### src/common/adcseq_defines.svh
// register offsets, field positions, reset values and timing for the conversion sequencer
`ifndef ADCSEQ_DEFINES_SVH
`define ADCSEQ_DEFINES_SVH
// register byte addresses (ahb word per register)
// register index is the word number, byte address is four times the index
`define ADCSEQ_IDX_CONTROL_A 0
`define ADCSEQ_IDX_CONFIG 1
`define ADCSEQ_OFF_CONTROL_A 12'(4 * `ADCSEQ_IDX_CONTROL_A)
`define ADCSEQ_OFF_CONFIG 12'(4 * `ADCSEQ_IDX_CONFIG)
`define ADCSEQ_OFF_REFERENCE 12'h008
`define ADCSEQ_OFF_PRESC 12'h00c
`define ADCSEQ_OFF_GAIN 12'h010
`define ADCSEQ_OFF_EVCTRL 12'h014
`define ADCSEQ_OFF_FLAGS 12'h018
`define ADCSEQ_OFF_RESULT 12'h01c
`define ADCSEQ_OFF_CMP 12'h020
// control register a fields
`define ADCSEQ_A_ENABLE 0
`define ADCSEQ_A_FLUSH 1
`define ADCSEQ_A_START 2
// conversion config fields
`define ADCSEQ_B_RES_LO 1
`define ADCSEQ_B_RES_HI 2
`define ADCSEQ_B_CONTINUOUS 3
`define ADCSEQ_B_SIGNED 4
`define ADCSEQ_B_MASK 8'h1e
// reference control fields
`define ADCSEQ_R_TEMP 0
`define ADCSEQ_R_BGAP 1
`define ADCSEQ_R_SEL_LO 4
`define ADCSEQ_R_SEL_HI 6
`define ADCSEQ_R_MASK 8'h73
// event control fields
`define ADCSEQ_E_ENABLE 0
`define ADCSEQ_E_MASK 8'h01
// flags / compare fields
`define ADCSEQ_F_DONE 0
`define ADCSEQ_F_CMPEN 1
`define ADCSEQ_F_ABOVE 2
// reset values
`define ADCSEQ_RST_8 8'h00
// fixed converter clock cycles per conversion, added to half the resolution and the gain cycles
`define ADCSEQ_BASE_CYC 1
`define ADCSEQ_PRESC_MIN_LOG2 2
`endif

### src/common/adcseq_pkg.sv
// types shared by the conversion sequencer
package adcseq_pkg;
    // sequencer states
    typedef enum logic [1:0] {
        ADCSEQ_IDLE = 2'b00,
        ADCSEQ_WAIT = 2'b01,
        ADCSEQ_CONV = 2'b10
    } adcseq_state_e;
    // resolution encodings
    typedef enum logic [1:0] {
        ADCSEQ_TWELVE_BIT_RIGHT = 2'b00,
        ADCSEQ_RES_RSVD = 2'b01,
        ADCSEQ_EIGHT_BIT_RIGHT = 2'b10,
        ADCSEQ_TWELVE_BIT_LEFT = 2'b11
    } adcseq_res_e;
endpackage

### src/rtl/adcseq_top.sv
// conversion sequencer: ahb-lite registers, prescaler and conversion timing
`timescale 1ns/10ps
`include "adcseq_defines.svh"

// Behaviour
// - converter clock from programmable prescaler divider
// - conversion lasts one plus half resolution plus gain
// - gain adds one, two or three cycles
// - start seen a clock before converter edge
// - input sampled in first half cycle
// - msb first, rest in 3 or 5
// - last cycle prepares result, then done flag
// - gain stage samples half cycle first
// - conversions never overlap
// - irq and event on done or compare
// - start bit requests, hardware clears on start
// - flush aborts conversion and restarts clock
// - enable bit turns converter on
// - sign mode bit selects signed/unsigned
// - free running restarts after each conversion
// - resolution field selects format and alignment
// - reference select field chooses reference
// - bandgap bit powers bandgap
// - temperature bit enables temperature reference
// - signed results sign extended
// - selected event can start conversion
// - done flag cleared by vector or write-one
module adcseq_top #(
    parameter int DATA_BITS = 12 // converter result width
) (
    input wire logic hclk, // peripheral clock
    input wire logic hresetn, // async reset, active low
    input wire logic clk_en, // freezes all state when low
    input wire logic hsel, // slave select
    input wire logic [11:0] haddr, // byte address
    input wire logic [1:0] htrans, // transfer type
    input wire logic hwrite, // write strobe
    input wire logic [2:0] hsize, // transfer size
    input wire logic [31:0] hwdata, // write data
    input wire logic hready, // bus ready in
    output logic [31:0] hrdata, // read data
    output logic hreadyout, // slave ready
    output logic hresp, // always okay
    input wire logic trig_event, // routed start event, one-cycle pulse
    input wire logic irq_ack, // interrupt vector executing
    input wire logic [11:0] core_data, // converted code from analog core
    output logic conv_clk, // prescaled converter clock
    output logic sample_en, // sample window (first half cycle)
    output logic gain_sample_en, // gain stage sample window
    output logic conv_busy, // conversion running
    output logic conv_irq, // interrupt request level
    output logic conv_event, // one-cycle event out
    output logic signed_mode, // signed conversion selected
    output logic [2:0] ref_sel, // reference select
    output logic bandgap_en, // bandgap power
    output logic temp_en, // temperature reference power
    output logic conv_enable // converter enabled
);
    // ========================================
    // elaboration checks
    if (DATA_BITS != 12)
    begin : g_chk
        $error("adcseq_top serves only 12-bit results");
    end

    // ========================================
    // registers
    logic en_r; // converter enable
    logic start_r; // pending software start
    logic [7:0] cfg_r; // conversion config
    logic [7:0] ref_r; // reference control
    logic [2:0] presc_r; // prescaler select
    logic [2:0] gain_r; // gain setting, 0 = none
    logic [7:0] ev_r; // event control
    logic done_r; // done flag
    logic cmpen_r; // compare mode enable
    logic above_r; // compare: fire when above
    logic [15:0] cmp_r; // compare threshold
    logic [15:0] res_r; // result register
    logic [8:0] div_r; // prescaler counter
    logic [4:0] cyc_r; // converter cycles remaining
    adcseq_pkg::adcseq_state_e st_r; // sequencer state
    logic evpend_r; // latched event start
    // ahb data phase
    logic dp_wr_r; // write data phase pending
    logic dp_rd_r; // read data phase pending
    logic [11:0] dp_addr_r; // latched address

    // ========================================
    // bus decode
    wire logic addr_ph = hsel && hready && htrans[1]; // valid address phase
    wire logic wr = dp_wr_r && clk_en; // write data phase
    wire logic wr_a = wr && (dp_addr_r == `ADCSEQ_OFF_CONTROL_A); // control a write
    wire logic wr_flush = wr_a && hwdata[`ADCSEQ_A_FLUSH]; // flush request
    wire logic wr_start = wr_a && hwdata[`ADCSEQ_A_START]; // software start
    wire logic clr_done = irq_ack || (wr && (dp_addr_r == `ADCSEQ_OFF_FLAGS)
        && hwdata[`ADCSEQ_F_DONE]); // flag clear
    logic [31:0] rd_mux; // read selection
    always_comb
    begin
        case (dp_addr_r)
            `ADCSEQ_OFF_CONTROL_A: rd_mux = {29'h0, start_r, 1'b0, en_r};
            `ADCSEQ_OFF_CONFIG: rd_mux = {24'h0, cfg_r};
            `ADCSEQ_OFF_REFERENCE: rd_mux = {24'h0, ref_r};
            `ADCSEQ_OFF_PRESC: rd_mux = {29'h0, presc_r};
            `ADCSEQ_OFF_GAIN: rd_mux = {29'h0, gain_r};
            `ADCSEQ_OFF_EVCTRL: rd_mux = {24'h0, ev_r};
            `ADCSEQ_OFF_FLAGS: rd_mux = {29'h0, above_r, cmpen_r, done_r};
            `ADCSEQ_OFF_RESULT: rd_mux = {16'h0, res_r};
            `ADCSEQ_OFF_CMP: rd_mux = {16'h0, cmp_r};
            default: rd_mux = 32'h0;
        endcase
    end

    // ========================================
    // conversion length and prescaler
    wire adcseq_pkg::adcseq_res_e res_mode = adcseq_pkg::adcseq_res_e'(
        cfg_r[`ADCSEQ_B_RES_HI:`ADCSEQ_B_RES_LO]); // result format
    wire logic eight = (res_mode == adcseq_pkg::ADCSEQ_EIGHT_BIT_RIGHT); // 8-bit mode
    wire logic [4:0] gain_cyc = (gain_r == 3'h0) ? 5'h0 : (gain_r <= 3'h2) ? 5'h1 :
        (gain_r <= 3'h4) ? 5'h2 : 5'h3; // 1:2x/4x 2:8x/16x 3:32x/64x
    wire logic [4:0] total_cyc = 5'(`ADCSEQ_BASE_CYC) + (eight ? 5'h4 : 5'h6) + gain_cyc;
    // divider terminal value, divide by 2^(presc+2)
    // shift amount kept at 4 bits so settings 6 and 7 do not wrap
    wire logic [3:0] div_log2 = 4'(presc_r) + 4'(`ADCSEQ_PRESC_MIN_LOG2); // log2 of divider
    wire logic [8:0] div_top = 9'((10'h1 << div_log2) - 10'h1);
    // last peripheral cycle; >= recovers at once after a smaller prescaler
    wire logic tick = (div_r >= div_top);
    wire logic first_half = (div_r <= 9'(div_top >> 1)); // first half of converter cycle
    wire logic go = en_r && (start_r || evpend_r); // pending start
    // code formatting with alignment and sign extension
    wire logic sgn = cfg_r[`ADCSEQ_B_SIGNED]; // signed mode
    wire logic [15:0] fmt = eight ? {{8{sgn & core_data[11]}}, core_data[11:4]} :
        (res_mode == adcseq_pkg::ADCSEQ_TWELVE_BIT_LEFT) ? {core_data, 4'h0} :
        {{4{sgn & core_data[11]}}, core_data};
    wire logic cmp_hit = sgn ? (above_r ? ($signed(fmt) > $signed(cmp_r)) :
        ($signed(fmt) < $signed(cmp_r))) : (above_r ? (fmt > cmp_r) : (fmt < cmp_r));
    wire logic finish = (st_r == adcseq_pkg::ADCSEQ_CONV) && tick && (cyc_r == 5'h1);
    wire logic fire = finish && (!cmpen_r || cmp_hit); // flag / event condition

    // ========================================
    // ahb slave pipeline
    always_ff @(posedge hclk or negedge hresetn)
    begin
        if (!hresetn)
        begin
            dp_wr_r <= 1'b0;
            dp_rd_r <= 1'b0;
            dp_addr_r <= 12'h0;
            hrdata <= 32'h0;
            hreadyout <= 1'b1;
            hresp <= 1'b0;
        end
        else if (clk_en)
        begin
            dp_wr_r <= addr_ph && hwrite;
            dp_rd_r <= addr_ph && !hwrite;
            // one wait state on reads, so hrdata stands when hready is high
            hreadyout <= !(addr_ph && !hwrite);
            hresp <= 1'b0;
            if (addr_ph)
            begin
                dp_addr_r <= {haddr[11:2], 2'b00};
            end
            if (dp_rd_r)
            begin
                hrdata <= rd_mux;
            end
        end
    end

    // ========================================
    // configuration registers
    always_ff @(posedge hclk or negedge hresetn)
    begin
        if (!hresetn)
        begin
            en_r <= 1'b0;
            cfg_r <= `ADCSEQ_RST_8;
            ref_r <= `ADCSEQ_RST_8;
            presc_r <= 3'h0;
            gain_r <= 3'h0;
            ev_r <= `ADCSEQ_RST_8;
            cmpen_r <= 1'b0;
            above_r <= 1'b0;
            cmp_r <= 16'h0;
        end
        else if (wr)
        begin
            case (dp_addr_r)
                `ADCSEQ_OFF_CONTROL_A: en_r <= hwdata[`ADCSEQ_A_ENABLE];
                `ADCSEQ_OFF_CONFIG: cfg_r <= hwdata[7:0] & `ADCSEQ_B_MASK;
                `ADCSEQ_OFF_REFERENCE: ref_r <= hwdata[7:0] & `ADCSEQ_R_MASK;
                `ADCSEQ_OFF_PRESC: presc_r <= hwdata[2:0];
                `ADCSEQ_OFF_GAIN: gain_r <= hwdata[2:0];
                `ADCSEQ_OFF_EVCTRL: ev_r <= hwdata[7:0] & `ADCSEQ_E_MASK;
                `ADCSEQ_OFF_FLAGS:
                begin
                    cmpen_r <= hwdata[`ADCSEQ_F_CMPEN];
                    above_r <= hwdata[`ADCSEQ_F_ABOVE];
                end
                `ADCSEQ_OFF_CMP: cmp_r <= hwdata[15:0];
                default: ;
            endcase
        end
    end

    // ========================================
    // start requests, prescaler and sequencer
    always_ff @(posedge hclk or negedge hresetn)
    begin
        if (!hresetn)
        begin
            start_r <= 1'b0;
            evpend_r <= 1'b0;
            div_r <= 9'h0;
            cyc_r <= 5'h0;
            st_r <= adcseq_pkg::ADCSEQ_IDLE;
            res_r <= 16'h0;
            done_r <= 1'b0;
            conv_event <= 1'b0;
        end
        else if (clk_en)
        begin
            conv_event <= fire;
            if (fire)
            begin
                done_r <= 1'b1;
            end
            else if (clr_done)
            begin
                done_r <= 1'b0;
            end
            // event start latched only while enabled
            if (en_r && ev_r[`ADCSEQ_E_ENABLE] && trig_event)
            begin
                evpend_r <= 1'b1;
            end
            if (wr_start && en_r)
            begin
                start_r <= 1'b1;
            end
            // flush: abort and restart converter clock
            if (wr_flush)
            begin
                div_r <= 9'h0;
                st_r <= adcseq_pkg::ADCSEQ_IDLE;
            end
            else if (!en_r)
            begin
                div_r <= 9'h0;
                st_r <= adcseq_pkg::ADCSEQ_IDLE;
                start_r <= 1'b0;
                evpend_r <= 1'b0;
            end
            else
            begin
                div_r <= tick ? 9'h0 : div_r + 9'h1;
                case (st_r)
                    adcseq_pkg::ADCSEQ_IDLE:
                    begin
                        if (go && tick)
                        begin
                            st_r <= adcseq_pkg::ADCSEQ_CONV;
                            cyc_r <= total_cyc;
                            start_r <= 1'b0;
                            evpend_r <= 1'b0;
                        end
                    end
                    adcseq_pkg::ADCSEQ_CONV:
                    begin
                        if (tick)
                        begin
                            cyc_r <= cyc_r - 5'h1;
                            if (cyc_r == 5'h1)
                            begin
                                res_r <= fmt;
                                st_r <= cfg_r[`ADCSEQ_B_CONTINUOUS] ? adcseq_pkg::ADCSEQ_WAIT :
                                    adcseq_pkg::ADCSEQ_IDLE;
                            end
                        end
                    end
                    adcseq_pkg::ADCSEQ_WAIT:
                    begin
                        // next conversion on next converter edge
                        if (tick)
                        begin
                            st_r <= adcseq_pkg::ADCSEQ_CONV;
                            cyc_r <= total_cyc;
                            start_r <= 1'b0;
                            evpend_r <= 1'b0;
                        end
                    end
                    default: st_r <= adcseq_pkg::ADCSEQ_IDLE;
                endcase
            end
        end
    end

    // ========================================
    // registered outputs
    always_ff @(posedge hclk or negedge hresetn)
    begin
        if (!hresetn)
        begin
            conv_clk <= 1'b0;
            sample_en <= 1'b0;
            gain_sample_en <= 1'b0;
            conv_busy <= 1'b0;
            conv_irq <= 1'b0;
            signed_mode <= 1'b0;
            ref_sel <= 3'h0;
            bandgap_en <= 1'b0;
            temp_en <= 1'b0;
            conv_enable <= 1'b0;
        end
        else if (clk_en)
        begin
            // converter clock high in first half
            conv_clk <= en_r && first_half;
            // sample window: first half of first converter cycle after gain
            sample_en <= (st_r == adcseq_pkg::ADCSEQ_CONV) && first_half
                && (cyc_r == total_cyc - gain_cyc);
            // gain stage samples in first half of first cycle
            gain_sample_en <= (st_r == adcseq_pkg::ADCSEQ_CONV) && first_half
                && (gain_cyc != 5'h0) && (cyc_r == total_cyc);
            conv_busy <= (st_r == adcseq_pkg::ADCSEQ_CONV);
            conv_irq <= done_r;
            signed_mode <= cfg_r[`ADCSEQ_B_SIGNED];
            ref_sel <= ref_r[`ADCSEQ_R_SEL_HI:`ADCSEQ_R_SEL_LO];
            bandgap_en <= ref_r[`ADCSEQ_R_BGAP];
            temp_en <= ref_r[`ADCSEQ_R_TEMP];
            conv_enable <= en_r;
        end
    end

    // ========================================
    // assertions
    // no new start while converting
    AST_NO_OVERLAP: assert property (@(posedge hclk) disable iff (!hresetn)
        (st_r == adcseq_pkg::ADCSEQ_CONV) && cyc_r > 5'h1 && clk_en && !wr_flush && en_r
        |=> st_r == adcseq_pkg::ADCSEQ_CONV) else $error("conversion interrupted");
    AST_DONE_SET: assert property (@(posedge hclk) disable iff (!hresetn)
        clk_en && fire |=> done_r && conv_event) else $error("done flag missing");
    AST_DONE_CLR: assert property (@(posedge hclk) disable iff (!hresetn)
        clk_en && clr_done && !fire |=> !done_r) else $error("done flag not cleared");
    AST_DISABLED: assert property (@(posedge hclk) disable iff (!hresetn)
        clk_en && !en_r |=> st_r == adcseq_pkg::ADCSEQ_IDLE) else $error("runs while off");
    AST_FLUSH: assert property (@(posedge hclk) disable iff (!hresetn)
        wr_flush |=> div_r == 9'h0 && st_r == adcseq_pkg::ADCSEQ_IDLE)
        else $error("flush ignored");
    AST_START_CLR: assert property (@(posedge hclk) disable iff (!hresetn)
        clk_en && st_r == adcseq_pkg::ADCSEQ_IDLE && go && tick && en_r && !wr_flush
        |=> !start_r && st_r == adcseq_pkg::ADCSEQ_CONV) else $error("start not taken");
    AST_LENGTH: assert property (@(posedge hclk) disable iff (!hresetn)
        $rose(st_r == adcseq_pkg::ADCSEQ_CONV) |-> cyc_r == total_cyc)
        else $error("wrong conversion length");
    AST_SIGN: assert property (@(posedge hclk) disable iff (!hresetn)
        clk_en && finish && sgn && res_mode == adcseq_pkg::ADCSEQ_TWELVE_BIT_RIGHT
        && en_r && !wr_flush |=> res_r[15:12] == {4{res_r[11]}}) else $error("sign pad");
    COV_CONV: cover property (@(posedge hclk) finish);
    COV_FLUSH: cover property (@(posedge hclk) wr_flush && st_r == adcseq_pkg::ADCSEQ_CONV);
    COV_FREE: cover property (@(posedge hclk) st_r == adcseq_pkg::ADCSEQ_WAIT);
endmodule // adcseq_top

### config.mk
export PLATFORM = sky130hd
export DESIGN_NAME = adcseq_top
export DESIGN_NICKNAME = d
export VERILOG_FILES = /design/src/common/adcseq_pkg.sv /design/src/rtl/adcseq_top.sv
export VERILOG_INCLUDE_DIRS = /design/src /design/src/common
export SDC_FILE = /design/constraint.sdc
export NUM_CORES = 1
export LEC_CHECK = 0
export BUFFER_PORTS_ARGS = -buffer_cell sky130_fd_sc_hd__buf_4
export CAP_MARGIN = 15
export CORE_ASPECT_RATIO = 1.25
export CORE_MARGIN = 10
export CORE_UTILIZATION = 32
export DETAILED_ROUTE_END_ITERATION = 7
export PLACE_DENSITY_LB_ADDON = 0.3
export SLEW_MARGIN = 20
export SYNTH_ARGS = -nofsm -noshare
export SYNTH_HDL_FRONTEND = slang
export SYNTH_SLANG_ARGS = --single-unit
### constraint.sdc
create_clock -name hclk -period 7.6 [get_ports hclk]
set_input_delay 0 -clock hclk [delete_from_list [all_inputs] [get_ports hclk]]
set_output_delay 0 -clock hclk [all_outputs]
set_load 0.005 [all_outputs]
# After elaboration in Yosys (flattened, before gate mapping)
# Index checks and enable logic that the tools add are counted.
# classes
add_sub_neg,7
multipliers,0
div_mod_pow,0
order_cmp,8
n_eq_ne,22
shifts,1
mux,39
bitwise,2
n_reduce_logical,49
# ops
operator,n
case mux 16 bit (9 select lines),1
"== test 10 x 3 -> 1 bit, second input constant",4
> comparator 16 bit,2
less-than comparator 16 bit,2
two-way mux 16 bit,2
two-way mux 9 bit,3
logical AND 1 bit,23
AND reduction 2 bit,11
"== test 10 x 2 -> 1 bit, second input constant",2
two-way mux 2 bit,9
two-way mux 1 bit,17
"inequality test 4 bit, second input constant",4
two-way mux 5 bit,3
case mux 5 bit (3 select lines),1
logical NOT 12 bit,1
"== test 10 x 1 -> 1 bit, second input constant",1
"== test 10 x 4 -> 1 bit, second input constant",1
== test 5 bit,2
"adder 9 x 1 -> 9 bit, second input constant",1
greater-or-equal comparator 9 bit,1
<= comparator 9 x 8 -> 1 bit,1
"left shift 1 x 4 -> 9 bit, first input constant",1
"subtractor 9 x 1 -> 9 bit, second input constant",1
AND reduction 7 bit,1
24 further kinds,33
# word_totals
reg_bits,128
latch_bits,0
ram_bits,0
rom_bits,0
out_inout_bits,47
elab_cells,160
n_memories,0

# Logic depth before layout (Yosys ltp)
# logic_depth
word_depth,10
depth_mapped,15
depth_no_buf,14

# Least setup slack after synthesis
# OpenSTA, ideal clock, no wires.
# synth_timing
path_type,reg-to-reg
from,reg presc_r[1]
to,reg res_r[10]
t_arrival_ps,3455
slack_ps,4019
path_stages_with_launch,15
path_buffers,1
period_less_slack_ps,3581
cell_sequence,dfrtp_1 > inv_2 > ha_1 > and2b_4 > nand3_1 > ha_1 > o21ai_0 > xnor2_1 > ha_1 > and3_1 > a311o_2 > a21oi_4 > nor4_4 > buf_8 > mux2_4
# synth_via
elab_chain_cells,5
# synth_lines
item,line,text
start: declaration,adcseq_top.sv:72,logic [2:0] presc_r;
start signal: assignment,adcseq_top.sv:194,`ADCSEQ_OFF_PRESC: presc_r <= hwdata[2:0];
adder 3 x 2 -> 4 bit,adcseq_top.sv:125,wire logic [3:0] div_log2 = 4'(presc_r) + 4'(`ADCSEQ_PRESC_MIN_LOG2);
left shift 1 x 4 -> 9 bit,adcseq_top.sv:126,wire logic [8:0] div_top = 9'((10'h1 << div_log2) - 10'h1);
subtractor 9 x 1 -> 9 bit,adcseq_top.sv:126,
greater-or-equal comparator 9 bit,adcseq_top.sv:128,wire logic tick = (div_r >= div_top);
AND reduction 6 bit (no source line),n/a,
end signal: assignment,adcseq_top.sv:277,res_r <= fmt;
end: declaration,adcseq_top.sv:79,logic [15:0] res_r;
# Every way passes these cells.
# A chain may end at the register's enable or synchronous reset.

# Final worst setup path
# layout_timing
from,reg presc_r[1]
to,reg res_r[15]
# The elaborated chain is that of the path after synthesis.

==> impl_metrics.json <==
{
  "status": "finished clean",
  "power_density_nw_per_um2": 167.9,
  "syn_area_um2": 6578,
  "ys_ff_latch": 112,
  "worstMarginPinSlew_ps": 985.1,
  "synth_top_family_by_area": "compound AO/OA/AOI/OAI gates",
  "rsz0062_at_grt": "false",
  "crit_arrival_ps": 4140,
  "finalSetupTns_ps": 0,
  "cp-start-kind": "register",
  "clock_path_buffers": 2,
  "path_clk_slew_ps": 80,
  "io_pins": 116,
  "async_flop_share_pct": 100.0,
  "dp_hpwl_um": 12900,
  "critPathRequiredTime_ps": 7850,
  "core_um2": 20170,
  "routedWlPerCell_um": 17.35,
  "placementRows": 58,
  "synth_fa_ha_area_share_pct": 8.103,
  "synth.yosys.seq_area_share_pct": 42.63,
  "drt-pass1-iter-count": 5,
  "slew_viol_final": 0,
  "htreeDepth": 3,
  "synth_common_cells": "dfrtp_1, nand2_1, mux2_2, ha_1, o21ai_0",
  "fin_ws_ps": 3705,
  "cp_cell_sequence": "inv_2 > ha_1 > and2b_4 > nand3_1 > ha_1 > o21ai_0 > xnor2_1 > ha_1 > and3_1 > a311o_2 > a21oi_4 > nor4_4 > buf_4 > mux2_4",
  "cts_buffers": 9,
  "synthXorXnorAreaFrac_pct": 1.065,
  "clock.fmax_mhz": 256.7,
  "synthDistinctLibCells": 78,
  "maxCapViolCount": 0,
  "leakage_uw": 0.003658,
  "netlist.top_cell.by_area": "dfrtp_1",
  "grt_pass1_vias": 5515,
  "vdd_drop_max_uv": 103.7,
  "die_x_um": 148.2,
  "clock_sinks": 112,
  "post_cts_buffers": 0,
  "antenna_found_initial": 0,
  "avgSynthCellArea_um2": 10.37,
  "seq_area_um2": 2804,
  "dp_slack_ps": 3696,
  "ant_nets": 0,
  "period_share_pct": 51.25,
  "nFillCells": 2054,
  "grt_max_degree": 68,
  "track_usage_pct": 13.36,
  "synth_simple_gate_area_share_pct": 12.78,
  "max_slew_margin_pct": 34.33,
  "syn_inst": 634,
  "yosysMostFrequentCell": "dfrtp_1",
  "totalWireLength_um": 17420,
  "synth_warnings": 0,
  "dr_total_vias": 5130,
  "worst-path-max-fanout": 17,
  "synth.area.mux_share_pct": 13.09,
  "drt-initial-drc-count": 245,
  "insertion_delay_ps": 360,
  "synth-main-ff-cell": "dfrtp_1",
  "min_period_ps": 3895,
  "cts_resized": 0,
  "diodes": 0,
  "synth_edf_count": 0,
  "die_h_um": 180.3,
  "crit_family": "compound AO/OA/AOI/OAI gates",
  "synth_top_area_share_pct": 42.23,
  "multi_input_area_um2": 3466,
  "place.port_buffers": 76,
  "crit_type": "register to register",
  "gp_congestion": 0.8680,
  "grt_overflow_total": 0,
  "hold_class": "primary input to register",
  "slowest_delay_ps": 540,
  "synth_compound_area_share_pct": 16.59,
  "root_buffer": "clkbuf_16",
  "area_growth_pct": 20.77,
  "synth.area.top_cells": "dfrtp_1, mux2_2, ha_1, o21ai_0, nand2_1",
  "nNetsFinal": 840,
  "cts_tree": "done",
  "die_area_um2": 26730,
  "avgViaCountPerCell": 5.110,
  "crit_slowest_cell": "dfrtp_1",
  "finClkSkew_ps": 15.41,
  "crit_top_cell": "ha_1",
  "cp_num_buf_inv": 2,
  "grt_pass1_wl_um": 29140,
  "setup_viol": 0,
  "start_util_pct": 32.60,
  "drc": 0,
  "drive_gt1_share_pct": 23.71,
  "end_kind": "register",
  "final-hold-violation-count": 0
}
## worst reg2reg max path: cells and delay by family, from the launching register on
kind | cells | cell delay (ps)
AO/OA/AOI/OAI | 3 | 880
XOR/XNOR | 1 | 180
adder cells (fa/ha/maj) | 3 | 870
buffers and inverters | 2 | 360
flip-flops | 1 | 540
multiplexers | 1 | 330
AND/OR/NAND/NOR | 4 | 640
## logic make-up (layout without fill, tap and decap cells)
family	after synthesis	in the layout
xor gates and xnor gates	8	8
adders and majority gates	42	42
buffers and inverters	76	160
and+or+nand+nor	159	159
muxes	75	75
AOI/OAI and AO/OA	161	161
DFF	112	112
other	1	17
## layout by cell type (no fill, tap or decap), types with 6 or more instances in the layout
cell           synthesis  routed
dfrtp_1              111     111
buf_4                 18      81
nand2_1               51      51
mux2_2                47      47
ha_1                  41      41
o21ai_0               40      40
a21oi_1               38      38
inv_1                 32      32
dlygate4sd3_1          0      29
nor2_1                22      22
nand3_1               18      18
conb_1                 1      17
a31oi_1               15      15
and3_1                12      12
mux2i_1               11      11
a22oi_1                9       9
mux2_1                 9       9
clkbuf_16              0       9
nor2b_1                8       8
nor3_1                 8       8
mux2_4                 8       8
nor4_1                 7       6
xnor2_1                6       6
a22o_1                 6       6
nand2b_1               6       6
## routing by layer
layer  up-vias  track usage [%]  part of all wire, %
li1       2493                -                    -
met1      2524            15.48                   42
met2       102            23.47                   52
met3        11            2.789                  4.5
met4         0            5.044                  1.3
met5         -                0                    0
## repair_timing
action,in CTS,in global routing
setup endpoints to repair,0,0
hold endpoints to repair,112,0
hold buffers,29,0
## through the flow
stage | util (%) | hold WS [ps] | power, uW | cell area [um^2] | cells
2_1_floorplan | - | -295.6 | 765.5 | 6638 | 650
3_3_place_gp | 36.37 | 179.8 | 830.6 | 7337 | 959
3_5_place_dp | 36.37 | 190.8 | 833.1 | 7337 | 959
4_1_cts | 39.35 | 2.908 | 1353 | 7938 | 1004
5_1_grt | 39.38 | 39.86 | 1399 | 7944 | 1004
6_report | 39.38 | 0.2141 | 1334 | 7944 | 1004
## flip-flops by register name, summed over array words and instances (netlist names), 2 cells and up
register,cells
cfg_r,4
hrdata,16
dp_addr_r,10
ref_sel,3
cmp_r,16
div_r,9
st_r,2
ref_r,5
presc_r,3
res_r,16
cyc_r,5
gain_r,3
## final timing paths
path | startpoint | endpoint | slack [ps] | depth (start not counted)
worst min register to register | hrdata[1] | hrdata[1] | 490 | 1
worst max-delay path | presc_r[1] | res_r[15] | 3700 | 14
min in group asynchronous | hresetn | div_r[3] | 300 | 2
worst min-delay path | core_data[4] | res_r[0] | 0.2 | 3
max in group asynchronous | hresetn | hrdata[10] | 6160 | 3
worst max register to register | presc_r[1] | res_r[15] | 3700 | 14
## power by group
group | switching [uW] | leakage [uW] | internal (uW)
combinational | 94.8 | 0.00200 | 85.9
clock | 238 | 0.000155 | 263
sequential | 35.9 | 0.00151 | 617
total | 368 | 0.00366 | 966
## area by class of cell
cell class	instances	share of cell area, %
multi-input cells	462	43.63
flip-flops and latches	112	35.30
repair buffers	110	11.31
well taps	270	4.253
clock buffers	9	2.835
inverters	34	1.607
clock inverters	7	1.071
(Power assumes the default switching activity.)
